## src/include/salm_pkg.sv

```systemverilog
// Shared constants, codes and types of the servo alarm manager
package salm_pkg;

  // Clock and display timing
  localparam int SALM_CLK_HZ    = 125_000_000;
  localparam int SALM_DWELL_MS  = 500;
  localparam int SALM_DWELL_CYC = SALM_DWELL_MS * (SALM_CLK_HZ / 1000);

  // Alarm and warning codes, two display characters each
  localparam logic [7:0] SALM_C_PARAM = 8'h04;
  localparam logic [7:0] SALM_C_OVCUR = 8'h10;
  localparam logic [7:0] SALM_C_SYS   = 8'hbf;
  localparam logic [7:0] SALM_C_PHASE = 8'hc2;
  localparam logic [7:0] SALM_C_ENC   = 8'hc3;
  localparam logic [7:0] SALM_C_VOLT  = 8'h40;
  localparam logic [7:0] SALM_C_OVSPD = 8'h51;
  localparam logic [7:0] SALM_C_OVLD  = 8'h70;
  localparam logic [7:0] SALM_C_RGOVL = 8'h32;
  localparam logic [7:0] SALM_C_RGERR = 8'h30;
  localparam logic [7:0] SALM_C_HEAT  = 8'h7a;
  localparam logic [7:0] SALM_C_RUNAW = 8'hc1;
  localparam logic [7:0] SALM_C_DEV   = 8'hd0;
  localparam logic [7:0] SALM_W_OVLD  = 8'h91;
  localparam logic [7:0] SALM_W_RGOVL = 8'h92;

  // Fault slots; lower slot wins when several appear together
  localparam int SALM_NFLT = 13;
  localparam logic [7:0] SALM_CODE [SALM_NFLT] = '{
    SALM_C_PARAM, SALM_C_OVCUR, SALM_C_SYS, SALM_C_PHASE, SALM_C_ENC,
    SALM_C_VOLT, SALM_C_OVSPD, SALM_C_OVLD, SALM_C_RGOVL, SALM_C_RGERR,
    SALM_C_HEAT, SALM_C_RUNAW, SALM_C_DEV};

  // Detection thresholds
  localparam logic [9:0]  SALM_TORQUE_RATED = 10'h064;
  localparam logic [9:0]  SALM_TORQUE_LIMIT = 10'h078;
  localparam logic [15:0] SALM_MAX_SPEED    = 16'h1388;
  localparam int          SALM_ACC_W        = 24;
  localparam logic [23:0] SALM_OL_WARN      = 24'h010000;
  localparam logic [23:0] SALM_OL_TRIP      = 24'h020000;
  localparam logic [23:0] SALM_RG_WARN      = 24'h008000;
  localparam logic [23:0] SALM_RG_TRIP      = 24'h010000;

  // Segment patterns, bit 7 is the decimal point
  localparam logic [7:0] SALM_SEG_BLANK = 8'h00;
  localparam logic [7:0] SALM_SEG_A_DP  = 8'hf7;

  // Discrete fault detector levels
  typedef struct packed {
    logic       motor_mismatch;
    logic       overcurrent;
    logic       heatsink_hot;
    logic       sys_err;
    logic       phase_err;
    logic [2:0] enc_bad;
    logic       dc_bus_bad;
    logic       regen_circuit_bad;
    logic       overheat;
    logic       dir_cmd;
    logic       dir_motor;
    logic       moving;
  } salm_det_t;

  // Codes that only a power cycle removes
  function automatic logic salm_power_only(input logic [7:0] code);
    salm_power_only = (code == SALM_C_PARAM) || (code == SALM_C_OVCUR) ||
                      (code == SALM_C_SYS) || (code == SALM_C_PHASE) ||
                      (code == SALM_C_ENC);
  endfunction : salm_power_only

endpackage : salm_pkg

```

## src/hw/salm_alarm_mgr.sv

```systemverilog
// Fault and warning manager: detection, latching, clearing and display of alarm codes
// How it works
// - Any fault turns fault indicator off, power stage off, shows the code.
// - A warning shows its code while the motor keeps running.
// - Alarm clears by host reset input, power cycle or keypad reset.
// - Parameter, overcurrent, system, phase and encoder alarms clear only by power cycle.
// - With run still on, the motor restarts the moment the alarm clears.
// - Front display steps through the code characters one position at a time.
// - Torque above 120 percent of rated raises the overload alarm.
// - Overload warning precedes the overload alarm and may escalate into it.
// - Regeneration overload warning precedes and may escalate to that alarm.
// - Position error beyond the programmed limit raises deviation overflow.
// - Speed above the maximum raises the overspeed alarm.
// - Rotation against the commanded direction raises the runaway alarm.
// - Encoder channel A, B or S open or shorted raises disconnection alarm.
// - Motor not matching the drive raises the parameter error alarm.
// - DC bus voltage out of range raises the voltage alarm.
// - Regenerative energy over resistor capacity raises regeneration overload.
// - Overcurrent or heat-sink overheating raises the overcurrent alarm.
// - Parameter unit link errors go only to the parameter unit.
`timescale 1ns/1ps
`default_nettype none
module salm_alarm_mgr #(
  parameter int DWELL_CYC = salm_pkg::SALM_DWELL_CYC
) (
  input  wire logic                signed [23:0] pos_err_in,
  input  wire logic                       [23:0] position_error_limit_param_in,
  input  wire logic                              ref_clk_in,
  input  wire logic                              reset_in,
  input  wire salm_pkg::salm_det_t               det_in,
  input  wire logic                       [9:0]  torque_pct_in,
  input  wire logic                       [9:0]  regen_load_in,
  input  wire logic                       [15:0] speed_in,
  input  wire logic                              alarm_reset_in,
  input  wire logic                              key_reset_in,
  input  wire logic                              run_cmd_in,
  input  wire logic                              pu_comm_fail_in,
  input  wire logic                              pu_timeout_in,
  output logic                                   fault_indicator_out,
  output logic                                   power_enable_out,
  output logic                            [7:0]  alarm_code_out,
  output logic                            [1:0]  pu_err_out,
  output logic                            [7:0]  seg_out
);
  localparam int NF = salm_pkg::SALM_NFLT;

  logic          alarm_reg, alarm_next;
  logic [7:0]    code_reg, code_next;
  logic          show_reg, show_next;
  logic [7:0]    disp_next;
  logic          fault_ind_next;
  logic          pwr_next;
  logic [NF-1:0] flt;
  logic          any_flt;
  logic [7:0]    new_code;
  logic [7:0]    warn_code;
  logic          clear_req;
  logic [23:0]   pos_abs;
  logic [9:0]    ol_load;
  logic          ol_warn, ol_trip;
  logic          rg_warn, rg_trip;

  // Overload model heats only on torque above rated
  always_comb
  begin
    ol_load = '0;
    if (torque_pct_in > salm_pkg::SALM_TORQUE_RATED)
      ol_load = torque_pct_in - salm_pkg::SALM_TORQUE_RATED;
  end

  salm_therm #(
    .ACC_W  (salm_pkg::SALM_ACC_W),
    .LOAD_W (10),
    .WARN   (salm_pkg::SALM_OL_WARN),
    .TRIP   (salm_pkg::SALM_OL_TRIP)
  ) u_ol (
    .ref_clk_in (ref_clk_in),
    .reset_in   (reset_in),
    .load_in    (ol_load),
    .warn_out   (ol_warn),
    .trip_out   (ol_trip)
  );

  // Regenerative energy against resistor capacity
  salm_therm #(
    .ACC_W  (salm_pkg::SALM_ACC_W),
    .LOAD_W (10),
    .WARN   (salm_pkg::SALM_RG_WARN),
    .TRIP   (salm_pkg::SALM_RG_TRIP)
  ) u_rg (
    .ref_clk_in (ref_clk_in),
    .reset_in   (reset_in),
    .load_in    (regen_load_in),
    .warn_out   (rg_warn),
    .trip_out   (rg_trip)
  );

  // Magnitude of the position error; most negative value reads as largest
  assign pos_abs = pos_err_in[23] ? 24'(-pos_err_in) : pos_err_in;

  // Fault detection into slots
  always_comb
  begin
    flt     = '0;
    flt[0]  = det_in.motor_mismatch;
    flt[1]  = det_in.overcurrent | det_in.heatsink_hot;
    flt[2]  = det_in.sys_err;
    flt[3]  = det_in.phase_err;
    flt[4]  = |det_in.enc_bad;
    flt[5]  = det_in.dc_bus_bad;
    flt[6]  = speed_in > salm_pkg::SALM_MAX_SPEED;
    flt[7]  = (torque_pct_in > salm_pkg::SALM_TORQUE_LIMIT) | ol_trip;
    flt[8]  = rg_trip;
    flt[9]  = det_in.regen_circuit_bad;
    flt[10] = det_in.overheat;
    flt[11] = det_in.moving & (det_in.dir_cmd != det_in.dir_motor);
    flt[12] = pos_abs > position_error_limit_param_in;
  end

  assign any_flt = |flt;

  // Lowest slot wins the code when faults coincide
  always_comb
  begin
    new_code = 8'h00;
    for (int i = NF - 1; i >= 0; i--)
    begin
      if (flt[i])
        new_code = salm_pkg::SALM_CODE[i];
    end
  end

  // Overload warning outranks regeneration warning
  always_comb
  begin
    warn_code = 8'h00;
    if (ol_warn)
      warn_code = salm_pkg::SALM_W_OVLD;
    else if (rg_warn)
      warn_code = salm_pkg::SALM_W_RGOVL;
  end

  // Host reset or keypad reset; power-only codes refuse both
  assign clear_req = (alarm_reset_in | key_reset_in) & ~salm_pkg::salm_power_only(code_reg);

  // Latch and clear; a fault present in the clearing cycle keeps the alarm
  always_comb
  begin
    alarm_next = alarm_reg;
    code_next  = code_reg;
    if (!alarm_reg)
    begin
      if (any_flt)
      begin
        alarm_next = 1'b1;
        code_next  = new_code;
      end
    end
    else if (clear_req)
    begin
      if (any_flt)
        code_next = new_code;
      else
      begin
        alarm_next = 1'b0;
        code_next  = 8'h00;
      end
    end
    // Otherwise the alarm holds with its code
    show_next      = alarm_next | (warn_code != 8'h00);
    disp_next      = alarm_next ? code_next : warn_code;
    fault_ind_next = ~alarm_next;
    // No handshake on restart: the host must drop run first, or the motor moves at once
    pwr_next       = run_cmd_in & ~alarm_next;
  end

  // Alarm state and all outputs except seg_out
  always_ff @(posedge ref_clk_in)
  begin
    if (reset_in)
    begin
      alarm_reg           <= 1'b0;
      code_reg            <= 8'h00;
      show_reg            <= 1'b0;
      alarm_code_out      <= 8'h00;
      fault_indicator_out <= 1'b1;
      power_enable_out    <= 1'b0;
      pu_err_out          <= 2'b00;
    end
    else
    begin
      alarm_reg           <= alarm_next;
      code_reg            <= code_next;
      show_reg            <= show_next;
      alarm_code_out      <= disp_next;
      fault_indicator_out <= fault_ind_next;
      power_enable_out    <= pwr_next;
      pu_err_out          <= {pu_timeout_in, pu_comm_fail_in};
    end
  end

  // Front panel digit shows alarms and warnings, never link errors
  salm_disp_seq #(
    .DWELL_CYC (DWELL_CYC)
  ) u_disp (
    .ref_clk_in (ref_clk_in),
    .reset_in   (reset_in),
    .show_in    (show_reg),
    .code_in    (alarm_code_out),
    .seg_out    (seg_out)
  );
endmodule : salm_alarm_mgr
`default_nettype wire

```

## src/hw/salm_therm.sv

```systemverilog
// Thermal style accumulator giving warning then trip
`timescale 1ns/1ps
`default_nettype none
module salm_therm #(
  parameter int               ACC_W  = 24,
  parameter int               LOAD_W = 10,
  parameter logic [ACC_W-1:0] WARN   = '1,
  parameter logic [ACC_W-1:0] TRIP   = '1
) (
  input  wire logic              ref_clk_in,
  input  wire logic              reset_in,
  input  wire logic [LOAD_W-1:0] load_in,
  output logic                   warn_out,
  output logic                   trip_out
);
  logic [ACC_W-1:0] acc_reg;
  logic [ACC_W-1:0] acc_next;
  logic [ACC_W:0]   sum;

  // Heats by the load input, cools by one per cycle without load; saturates at trip
  always_comb
  begin
    sum      = {1'b0, acc_reg} + (ACC_W+1)'(load_in);
    acc_next = acc_reg;
    if (load_in != '0)
      acc_next = (sum >= {1'b0, TRIP}) ? TRIP : sum[ACC_W-1:0];
    else if (acc_reg != '0)
      acc_next = acc_reg - 1'b1;
  end

  // State and flags
  always_ff @(posedge ref_clk_in)
  begin
    if (reset_in)
    begin
      acc_reg  <= '0;
      warn_out <= 1'b0;
      trip_out <= 1'b0;
    end
    else
    begin
      acc_reg  <= acc_next;
      warn_out <= acc_next >= WARN;
      trip_out <= acc_next >= TRIP;
    end
  end
endmodule : salm_therm
`default_nettype wire

```

## src/hw/salm_disp_seq.sv

```systemverilog
// Single digit seven-segment sequencer for alarm codes
`timescale 1ns/1ps
`default_nettype none
module salm_disp_seq #(
  parameter int DWELL_CYC = salm_pkg::SALM_DWELL_CYC
) (
  input  wire logic       ref_clk_in,
  input  wire logic       reset_in,
  input  wire logic       show_in,
  input  wire logic [7:0] code_in,
  output logic      [7:0] seg_out
);
  typedef enum logic [2:0] {D_IDLE, D_LETTER, D_HI, D_LO, D_GAP} salm_dst_t;

  salm_dst_t   st_reg, st_next;
  logic [31:0] cnt_reg, cnt_next;
  logic [7:0]  code_reg, code_next;
  logic [7:0]  seg_next;
  logic        tick;

  // Hex character to segments
  function automatic logic [7:0] hex2seg(input logic [3:0] h);
    case (h)
      4'h0: hex2seg = 8'h3f;
      4'h1: hex2seg = 8'h06;
      4'h2: hex2seg = 8'h5b;
      4'h3: hex2seg = 8'h4f;
      4'h4: hex2seg = 8'h66;
      4'h5: hex2seg = 8'h6d;
      4'h6: hex2seg = 8'h7d;
      4'h7: hex2seg = 8'h07;
      4'h8: hex2seg = 8'h7f;
      4'h9: hex2seg = 8'h6f;
      4'ha: hex2seg = 8'h77;
      4'hb: hex2seg = 8'h7c;
      4'hc: hex2seg = 8'h39;
      4'hd: hex2seg = 8'h5e;
      4'he: hex2seg = 8'h79;
      default: hex2seg = 8'h71;
    endcase
  endfunction : hex2seg

  assign tick = (cnt_reg == 32'(DWELL_CYC - 1));

  // Steps A., high, low, gap; code is frozen per pass so one pass never mixes codes
  always_comb
  begin
    st_next   = st_reg;
    code_next = code_reg;
    cnt_next  = tick ? '0 : cnt_reg + 32'h1;
    case (st_reg)
      D_IDLE:
      begin
        cnt_next = '0;
        if (show_in)
        begin
          st_next   = D_LETTER;
          code_next = code_in;
        end
      end
      D_LETTER: if (tick) st_next = D_HI;
      D_HI:     if (tick) st_next = D_LO;
      D_LO:     if (tick) st_next = D_GAP;
      D_GAP:
      begin
        if (tick)
        begin
          st_next   = D_LETTER;
          code_next = code_in;
        end
      end
      default: st_next = D_IDLE;
    endcase
    if (!show_in)
    begin
      st_next  = D_IDLE;
      cnt_next = '0;
    end
    case (st_next)
      D_LETTER: seg_next = salm_pkg::SALM_SEG_A_DP;
      D_HI:     seg_next = hex2seg(code_next[7:4]);
      D_LO:     seg_next = hex2seg(code_next[3:0]);
      default:  seg_next = salm_pkg::SALM_SEG_BLANK;
    endcase
  end

  // Sequencer registers
  always_ff @(posedge ref_clk_in)
  begin
    if (reset_in)
    begin
      st_reg   <= D_IDLE;
      cnt_reg  <= '0;
      code_reg <= '0;
      seg_out  <= salm_pkg::SALM_SEG_BLANK;
    end
    else
    begin
      st_reg   <= st_next;
      cnt_reg  <= cnt_next;
      code_reg <= code_next;
      seg_out  <= seg_next;
    end
  end
endmodule : salm_disp_seq
`default_nettype wire

```

## config.mk

```make
export PLATFORM = sky130hd
export DESIGN_NAME = salm_alarm_mgr
export DESIGN_NICKNAME = d
export VERILOG_FILES = /design/src/include/salm_pkg.sv /design/src/hw/salm_alarm_mgr.sv /design/src/hw/salm_therm.sv /design/src/hw/salm_disp_seq.sv
export SDC_FILE = /design/constraint.sdc
export NUM_CORES = 1
export LEC_CHECK = 0
export BUFFER_PORTS_ARGS = -buffer_cell sky130_fd_sc_hd__buf_2
export CORE_ASPECT_RATIO = 0.75
export CORE_MARGIN = 2
export CORE_UTILIZATION = 30
export DETAILED_ROUTE_END_ITERATION = 8
export MAX_ROUTING_LAYER = met4
export PLACE_DENSITY = 0.45
export SLEW_MARGIN = 40
export SYNTH_ARGS = -nofsm -noshare
export SYNTH_HDL_FRONTEND = slang
export SYNTH_HIERARCHICAL = 1
export SYNTH_SLANG_ARGS = --single-unit
```

## constraint.sdc

```tcl
create_clock -name ref_clk_in -period 9.2 [get_ports ref_clk_in]
set_input_delay 1.84 -clock ref_clk_in [delete_from_list [all_inputs] [get_ports ref_clk_in]]
set_output_delay 1.84 -clock ref_clk_in [all_outputs]
set_load 0.1 [all_outputs]
```

==> results of run 1 <==
-- layout by cell type (no fill, tap or decap), types with 8 or more instances in the layout --
master / instances
a21oi_1: 73
a31oi_1: 20
and3_1: 13
buf_2: 124
clkbuf_16: 17
dfxtp_1: 125
ha_1: 62
inv_1: 74
mux2i_1: 20
nand2_1: 87
nand2b_1: 9
nand3_1: 39
nand4_1: 26
nand4b_1: 8
nor2_1: 136
nor2b_1: 12
nor3_1: 47
nor3b_1: 9
nor4_1: 18
o211ai_1: 10
o21ai_0: 32
o21ai_1: 11
o22ai_1: 10
o31ai_1: 8
o32ai_1: 8
or3_1: 17
or4_1: 14
xnor2_1: 71
xor2_1: 42
-- worst min-delay path by stage --
stage,end,slack [ns],cells after the start
6_report,u_disp/cnt_reg[0],0.46,1
5_1_grt,u_disp/cnt_reg[0],0.50,1
4_1_cts,u_disp/cnt_reg[0],0.47,1
3_5_place_dp,u_disp/cnt_reg[0],0.45,1
3_3_place_gp,u_disp/cnt_reg[0],0.44,1
2_1_floorplan,u_disp/cnt_reg[0],0.43,1
-- cells by family (layout without fill, tap and decap cells) --
group / count (synthesis) / in the layout / share of synthesized area
buffers and inverters: 117 / 234 / 0.0545
adder cells (fa/ha/maj): 64 / 64 / 0.0826
multiplexers: 26 / 26 / 0.0279
flip-flops: 125 / 125 / 0.253
AND/OR/NAND/NOR: 491 / 491 / 0.273
AO/OA/AOI/OAI: 276 / 276 / 0.208
XOR/XNOR: 113 / 113 / 0.100
-- layout make-up --
class / count / area, µm²
repair buffers: 128 / 654
inverters: 74 / 278
clock inverters: 15 / 175
multi-input cells: 970 / 6850
flip-flops and latches: 125 / 2500
clock buffers: 17 / 425
well taps: 442 / 553
fillers: 3439 / 20900
-- power by group through the flow --
stage	clock, µW	combinational (µW)	sequential [µW]
final	691	940	694
after global routing	742	1050	706
after CTS	712	938	692
after detailed placement	0	932	704
after global placement	0	939	707
after floorplan	0	714	693
-- per-layer routing --
layer,wire length (µm),global-route usage
met5,0,-
met4,458,0.0527
met3,954,0.0282
met2,11900,0.246
met1,14600,0.248
-- per-stage QoR --
stage,std cells,power [µW],util,worst slack (ns),instance area [µm²]
after floorplan,1212,1410,-,3.57,9870
after global placement,1738,1650,0.334,3.09,10800
after detailed placement,1739,1640,0.334,3.02,10800
after CTS,1771,2340,0.353,3.46,11400
after global routing,1771,2500,0.353,3.01,11400
final,1771,2330,0.353,3.42,11400
-- worst max-delay path: cells and delay by family --
family	cells	cell delay, ns
buffers and inverters	3	0.48
AO/OA/AOI/OAI	8	2.14
AND/OR/NAND/NOR	4	0.78
adder cells (fa/ha/maj)	3	0.83
==> flow_metrics.py, run 1 <==
metrics = {
    "sta": {
        "rsz0062_at_grt": "no",
        "skew_ns": 0.0102,
        "min_period_ns": 5.78,
        "whs_ns": 0.462,
        "relSlewSlack": 0.474,
        "tightest_slew_ns": 0.780,
        "fin_tns_setup_ns": 0,
        "slew_viol_final": 0,
        "fmax_mhz": 173,
        "post-route-period-util": 0.629,
        "hold_violations": 0,
        "setup_violations": 0,
    },
    "logic_synthesis": {
        "synth_ff_type": "dfxtp_1",
        "synth_fp_nets": 1381,
        "netlist_area_mm2": 0.00987,
        "synth_seq_cells": 125,
        "synth_top_cell_by_area": "dfxtp_1",
        "ys_warn_count": 6,
        "yosys-top-cells-area": "dfxtp_1, ha_1, xnor2_1",
        "syn_area_per_cell_um2": 8.15,
        "synth_common_cells": "nor2_1, dfxtp_1, nand2_1",
        "seq_area_frac_synth": 0.253,
        "yosysUniqueCellTypes": 113,
        "async_flop_share": 0,
        "synthCells": 1212,
        "synth_most_common_cell": "nor2_1",
        "synth_edf_count": 0,
        "yosysTopAreaCellShare": 0.253,
    },
    "pwr": {
        "power_frac_seq": 0.298,
        "power_switching_uw": 930,
        "p_clk_frac": 0.297,
        "vdd_drop_max_uv": 104,
        "p_int_uw": 1400,
        "pwr-share-comb": 0.404,
        "p_leak_uw": 0.00448,
        "p_sw_frac": 0.400,
        "power_density_mw_per_mm2": 203,
    },
    "grt": {
        "gr-total-overflow": 0,
        "grt_pass1_wl_um": 46100,
        "grt_max_degree": 52,
        "grt_usage": 0.173,
        "grt_antenna_before_repair": 2,
        "grt_pass1_vias": 8704,
    },
    "floorplan": {
        "fp.dieW_um": 213,
        "core_mm2": 0.0324,
        "ios": 125,
        "rows": 57,
        "die_h_um": 161,
        "start_util": 0.305,
        "dieArea_mm2": 0.0344,
    },
    "clock_tree": {
        "cts_tree": "yes",
        "cts_setup_buffers": 0,
        "numCtsBuffers": 17,
        "clock_latency_ns": 0.43,
        "cts_buffer_depth": 2,
        "cts.repair.resized": 0,
        "clk_pin_slew_worst_paths_ns": 0.06,
        "cts_sinks": 125,
        "holdBufCountCts": 0,
        "root_buffer": "clkbuf_16",
        "htree_levels": 4,
    },
    "setup_path": {
        "crit_top_cell": "ha_1",
        "crit_end": "u_ol/acc_reg[7]",
        "r2r_start": "u_rg/acc_reg[0]",
        "crit_fanout": 18,
        "rrSetupSlack_ns": 5.43,
        "cp-end-kind": "flop",
        "criticalPathCategory": "input port to flop",
        "cpPeakStageDelay_ns": 0.44,
        "critPathArrivalTime_ns": 6.11,
        "startpoint_type": "input port",
        "cp.required_ns": 9.52,
        "rr_worst_depth": 10,
        "path_cells": "buf_2, inv_1, ha_1, nand2_1, or4_1, a21oi_1, nor2b_1, ha_1, fa_1, a21o_1, a221oi_2, o2bb2ai_4, nor3_1, o2111ai_2, a2111oi_4, buf_4, a21oi_2, a2111oi_2",
        "cp_slowest_cell": "a21oi_1",
        "startpoint": "torque_pct_in[3]",
        "worstReg2RegEnd": "u_rg/acc_reg[11]",
    },
    "place": {
        "globalplace.congestion": 0.823,
        "io_buffer_count": 124,
        "dp_hpwl_um": 21800,
    },
    "worst_hold_path": {
        "hold_class": "flop to flop",
        "min_from": "u_disp/cnt_reg[0]",
    },
    "drt": {
        "routed_wl_um": 28000,
        "vias": 9167,
        "remaining_drc_errors": 0,
        "avgViaCountPerCell": 5.18,
        "drtPass1Iterations": 5,
        "wire_per_inst_um": 15.8,
        "drt-initial-drc-count": 535,
        "ant_nets": 0,
    },
    "final_layout": {
        "fin_nets": 1485,
        "drive_gt1_frac": 0.172,
        "largest_reg_flops": 32,
        "diodes": 0,
        "area_growth_pct": 15.8,
    },
    "job": {
        "cap_violations": 0,
    },
    "outcome": {
        "status": "finished clean",
    },
}
No activity file was read; power rests on OpenSTA's default activity.
==> run 2, diff against run 1 <==
--- a/config.mk
+++ b/config.mk
@@ -11,7 +11,7 @@
 export CORE_UTILIZATION = 30
 export DETAILED_ROUTE_END_ITERATION = 8
 export MAX_ROUTING_LAYER = met4
-export PLACE_DENSITY = 0.45
+export PLACE_DENSITY = 0.47
 export SLEW_MARGIN = 40
 export SYNTH_ARGS = -nofsm -noshare
 export SYNTH_HDL_FRONTEND = slang
==> constraint.sdc (replaced) <==
create_clock -name ref_clk_in -period 5.2 [get_ports ref_clk_in]
set_input_delay 1.04 -clock ref_clk_in [delete_from_list [all_inputs] [get_ports ref_clk_in]]
set_output_delay 1.04 -clock ref_clk_in [all_outputs]
set_load 0.1 [all_outputs]
==> flow_metrics.py, run 2 (synthesis gave the netlist of run 1 again) <==
metrics = {
    "outcome": {
        "status": "finished clean",
    },
    "place": {
        "globalplace.congestion": 0.854,
        "dp_hpwl_um": 21900,
        "io_buffer_count": 124,
        "dp_slack_ns": -0.00403,
    },
    "sta": {
        "fmax_mhz": 210,
        "post-route-period-util": 0.915,
        "min_period_ns": 4.76,
        "relSlewSlack": 0.514,
        "skew_ns": 0.0130,
        "tightest_slew_ns": 0.723,
        "slew_viol_final": 0,
        "setup_ws_ns": 0.441,
        "rsz0062_at_grt": "no",
        "hold_violations": 0,
        "setup_violations": 0,
        "whs_ns": 0.461,
    },
    "setup_path": {
        "cp.required_ns": 5.49,
        "criticalPathCategory": "input port to flop",
        "cp-end-kind": "flop",
        "startpoint_type": "input port",
        "startpoint": "pos_err_in[5]",
        "crit_end": "alarm_code_out[4]",
        "critPathArrivalTime_ns": 5.05,
        "rr_worst_depth": 10,
        "worstReg2RegEnd": "u_disp/seg_out[0]",
        "r2r_start": "u_disp/cnt_reg[28]",
        "rrSetupSlack_ns": 1.65,
        "crit_fanout": 8,
    },
    "floorplan": {
        "dieArea_mm2": 0.0344,
        "ios": 125,
        "start_util": 0.305,
        "fp.dieW_um": 213,
        "rows": 57,
        "die_h_um": 161,
        "core_mm2": 0.0324,
    },
    "grt": {
        "gr-total-overflow": 0,
        "grt_pass1_vias": 8595,
        "grt_max_degree": 33,
        "use_met3": 0.0360,
        "busiest_layer": "met1",
        "met2_usage": 0.227,
        "grt_usage": 0.170,
        "grt_pass1_wl_um": 45400,
        "grtUsageMet1": 0.259,
        "grt_antenna_before_repair": 0,
    },
    "final_layout": {
        "diodes": 0,
        "ff_latch_area_mm2": 0.00250,
        "final_common_cell": "nor2_1",
        "multi_input_area_mm2": 0.00685,
        "drive_gt1_frac": 0.176,
        "fin_nets": 1494,
        "final_cell_mix": "nor2_1, dfxtp_1, buf_2",
        "area_growth_pct": 16.8,
        "n_fill_cell": 3390,
        "largest_reg_flops": 32,
    },
    "clock_tree": {
        "cts_tree": "yes",
        "cts_setup_buffers": 0,
        "cts_buffer_depth": 2,
        "numCtsBuffers": 17,
        "clk_pin_slew_worst_paths_ns": 0.06,
        "cts.repair.resized": 0,
        "holdBufCountCts": 0,
        "root_buffer": "clkbuf_16",
        "clock_latency_ns": 0.44,
        "htree_levels": 4,
        "cts_sinks": 125,
    },
    "drt": {
        "vias": 9153,
        "avgViaCountPerCell": 5.14,
        "drt-initial-drc-count": 683,
        "routed_wl_um": 27900,
        "remaining_drc_errors": 0,
        "ant_nets": 0,
        "wire_per_inst_um": 15.7,
        "drtPass1Iterations": 5,
    },
    "pwr": {
        "power_frac_seq": 0.292,
        "p_leak_uw": 0.00453,
        "power_density_mw_per_mm2": 364,
        "p_sw_frac": 0.389,
        "pwr-share-comb": 0.407,
        "vdd_drop_max_uv": 210,
        "p_int_uw": 2560,
        "p_clk_frac": 0.301,
        "power_switching_uw": 1630,
    },
    "job": {
        "cap_violations": 0,
    },
    "worst_hold_path": {
        "hold_class": "flop to flop",
    },
}
==> run 2: cell types whose count changed in the layout (fill, tap and decap cells not counted) <==
cell	previous run	this run
buf_12	0	1
buf_4	3	12
buf_6	1	0
bufinv_16	2	3
clkbuf_1	0	1
clkbuf_8	0	2
clkinv_2	0	1
inv_6	5	2
inv_8	2	0
==> run 2: area by class of cell <==
type / instances / area share
multi-input combinational: 970 / 0.594
tap: 442 / 0.0480
timing repair buffer: 137 / 0.0634
inverter: 74 / 0.0241
clock buffer: 20 / 0.0396
sequential: 125 / 0.217
clock inverter: 12 / 0.0140
==> run 2: per-stage QoR <==
stage / instances / instance area (µm²) / setup TNS [ns] / power, µW / utilization
5_1_grt: 1780 / 11500 / 0 / 4480 / 0.356
3_5_place_dp: 1748 / 10900 / -0.00403 / 2920 / 0.337
3_3_place_gp: 1748 / 10900 / 0 / 2930 / 0.337
4_1_cts: 1780 / 11500 / 0 / 4210 / 0.356
2_1_floorplan: 1212 / 9870 / 0 / 2490 / -
6_report: 1780 / 11500 / 0 / 4190 / 0.356
==> run 2: worst min-delay path by stage <==
stage / start / endpoint / slack [ns] / cells after the start
2_1_floorplan: u_disp/cnt_reg[0] / u_disp/cnt_reg[0] / 0.43 / 1
3_3_place_gp: u_disp/cnt_reg[0] / u_disp/cnt_reg[0] / 0.45 / 1
3_5_place_dp: u_disp/cnt_reg[0] / u_disp/cnt_reg[0] / 0.45 / 1
4_1_cts: u_disp/cnt_reg[0] / u_disp/cnt_reg[0] / 0.47 / 1
5_1_grt: u_disp/cnt_reg[0] / u_disp/cnt_reg[0] / 0.50 / 1
6_report: u_disp/cnt_reg[0] / u_disp/cnt_reg[0] / 0.46 / 1
==> run 2: layer usage <==
metal / vias up / part of all wire
li1: 4689 / -
met1: 4252 / 0.55
met2: 193 / 0.40
met3: 19 / 0.046
met4: 0 / 0.0091
met5: - / 0
==> run 2: worst max-delay path: stages <==
cell	delay [ns]
buf_2	0.11
or4_4	0.57
nor3_4	0.18
nand3_1	0.16
or4_1	0.47
nand2b_1	0.20
o41ai_2	0.26
xnor2_1	0.11
ha_1	0.29
nand4_1	0.11
or3_1	0.45
nor3_1	0.24
o21a_1	0.18
o21a_1	0.29
or2_1	0.26
a41oi_1	0.13
==> run 2: power groups by stage <==
stage               clock network [µW]  logic, µW  registers, µW
floorplan                            0       1260           1230
global placement                     0       1690           1240
detailed placement                   0       1680           1240
CTS                               1300       1690           1220
global route                      1340       1890           1240
finish                            1260       1710           1220
==> run 3, diff against run 2 <==
--- a/config.mk
+++ b/config.mk
@@ -8,10 +8,10 @@
 export BUFFER_PORTS_ARGS = -buffer_cell sky130_fd_sc_hd__buf_2
 export CORE_ASPECT_RATIO = 0.75
 export CORE_MARGIN = 2
-export CORE_UTILIZATION = 30
+export CORE_UTILIZATION = 36
 export DETAILED_ROUTE_END_ITERATION = 8
 export MAX_ROUTING_LAYER = met4
-export PLACE_DENSITY = 0.47
+export PLACE_DENSITY = 0.54
 export SLEW_MARGIN = 40
 export SYNTH_ARGS = -nofsm -noshare
 export SYNTH_HDL_FRONTEND = slang
==> flow_metrics.py, run 3 (synthesis gave the netlist of run 1 again) <==
metrics = {
    "outcome": {
        "status": "finished clean",
    },
    "drt": {
        "remaining_drc_errors": 0,
        "drt-initial-drc-count": 519,
        "routed_wl_um": 26500,
        "drtPass1Iterations": 8,
        "vias": 9249,
        "avgViaCountPerCell": 5.48,
        "ant_nets": 0,
        "wire_per_inst_um": 15.7,
    },
    "sta": {
        "slew_viol_final": 0,
        "hold_violations": 0,
        "skew_ns": 0.0110,
        "setup_violations": 0,
        "whs_ns": 0.458,
        "min_period_ns": 4.75,
        "tightest_slew_ns": 0.772,
        "fin_tns_setup_ns": 0,
        "relSlewSlack": 0.482,
        "post-route-period-util": 0.913,
        "fmax_mhz": 211,
        "rsz0062_at_grt": "no",
    },
    "place": {
        "globalplace.congestion": 0.899,
        "placedCellCount": 1655,
        "dp_hpwl_um": 20800,
        "io_buffer_count": 124,
    },
    "floorplan": {
        "rows": 52,
        "start_util": 0.366,
        "die_h_um": 147,
        "core_mm2": 0.0270,
        "ios": 125,
        "fp.dieW_um": 195,
        "dieArea_mm2": 0.0288,
    },
    "final_layout": {
        "final_cells": 1687,
        "fin_nets": 1492,
        "largest_reg_flops": 32,
        "n_fill_cell": 2751,
        "final_common_cell": "nor2_1",
        "final_cell_mix": "nor2_1, dfxtp_1, buf_2",
        "drive_gt1_frac": 0.175,
        "area_growth_pct": 14.9,
    },
    "clock_tree": {
        "cts.repair.resized": 0,
        "clk_pin_slew_worst_paths_ns": 0.06,
        "cts_buffer_depth": 2,
        "holdBufCountCts": 0,
        "clock_latency_ns": 0.44,
        "cts_tree": "yes",
        "htree_levels": 4,
        "numCtsBuffers": 17,
        "cts_setup_buffers": 0,
        "root_buffer": "clkbuf_16",
        "cts_sinks": 125,
    },
    "grt": {
        "grt_antenna_before_repair": 1,
        "grt_pass1_vias": 8420,
        "grt_usage": 0.193,
        "grt_pass1_wl_um": 43700,
        "gr-total-overflow": 0,
        "grt_max_degree": 33,
    },
    "setup_path": {
        "criticalPathCategory": "input port to flop",
        "crit_fanout": 6,
        "cp.required_ns": 5.49,
        "startpoint_type": "input port",
        "cp-end-kind": "flop",
        "critPathArrivalTime_ns": 5.04,
    },
    "pwr": {
        "power_density_mw_per_mm2": 357,
        "p_leak_uw": 0.00449,
        "vdd_drop_max_uv": 250,
        "power_uw": 4050,
    },
    "job": {
        "cap_violations": 0,
    },
    "worst_hold_path": {
        "hold_class": "flop to flop",
    },
}
-- run 3: critical path: stages --
cell	delay, ns
buf_2	0.12
or4_4	0.56
nor3_4	0.18
nand3_1	0.15
or4_1	0.46
nand2b_1	0.21
o41ai_2	0.26
xnor2_1	0.11
ha_1	0.30
nand4_1	0.12
or3_1	0.45
nor3_1	0.20
nand2_1	0.13
o21a_1	0.20
o41ai_1	0.35
buf_4	0.18
a41oi_1	0.03
-- run 3: through the flow --
| stage | instance area (µm²) | utilization | setup WS [ns] |
|---|---|---|---|
| after floorplan | 9870 | - | 0.370 |
| after global placement | 10800 | 0.398 | 0.0857 |
| after detailed placement | 10800 | 0.399 | 0.00202 |
| after CTS | 11300 | 0.420 | 0.462 |
| after global routing | 11300 | 0.420 | 0.179 |
| final | 11300 | 0.420 | 0.454 |
-- run 3: worst paths after layout --
| path | start | endpoint | slack, ns | depth (start not counted) |
|---|---|---|---|---|
| worst max-delay path | pos_err_in[5] | alarm_code_out[4] | 0.45 | 17 |
| worst min-delay path | u_disp/cnt_reg[0] | u_disp/cnt_reg[0] | 0.46 | 1 |
| worst max register to register | u_rg/acc_reg[0] | u_rg/acc_reg[13] | 1.54 | 11 |
| worst min register to register | u_disp/cnt_reg[0] | u_disp/cnt_reg[0] | 0.46 | 1 |
-- run 3: layer usage --
metal,GRT usage,up-vias,routed length [µm]
met2,0.256,229,10500
met1,0.292,4305,14300
li1,-,4685,-
met5,-,-,0
met3,0.0342,30,1280
met4,0.0565,0,461
-- run 3: layout make-up --
class / instances / area, µm² / share of cell area
inverter: 74 / 278 / 0.0245
antenna: 1 / 2.50 / 0.000221
clock inverter: 13 / 141 / 0.0125
tap: 351 / 439 / 0.0387
sequential: 125 / 2500 / 0.221
clock buffer: 18 / 429 / 0.0378
multi-input combinational: 970 / 6850 / 0.604
timing repair buffer: 135 / 703 / 0.0620
-- run 3: where the power goes --
group / switching [µW] / internal, µW
registers: 167 / 1060
logic: 964 / 688
clock network: 465 / 702
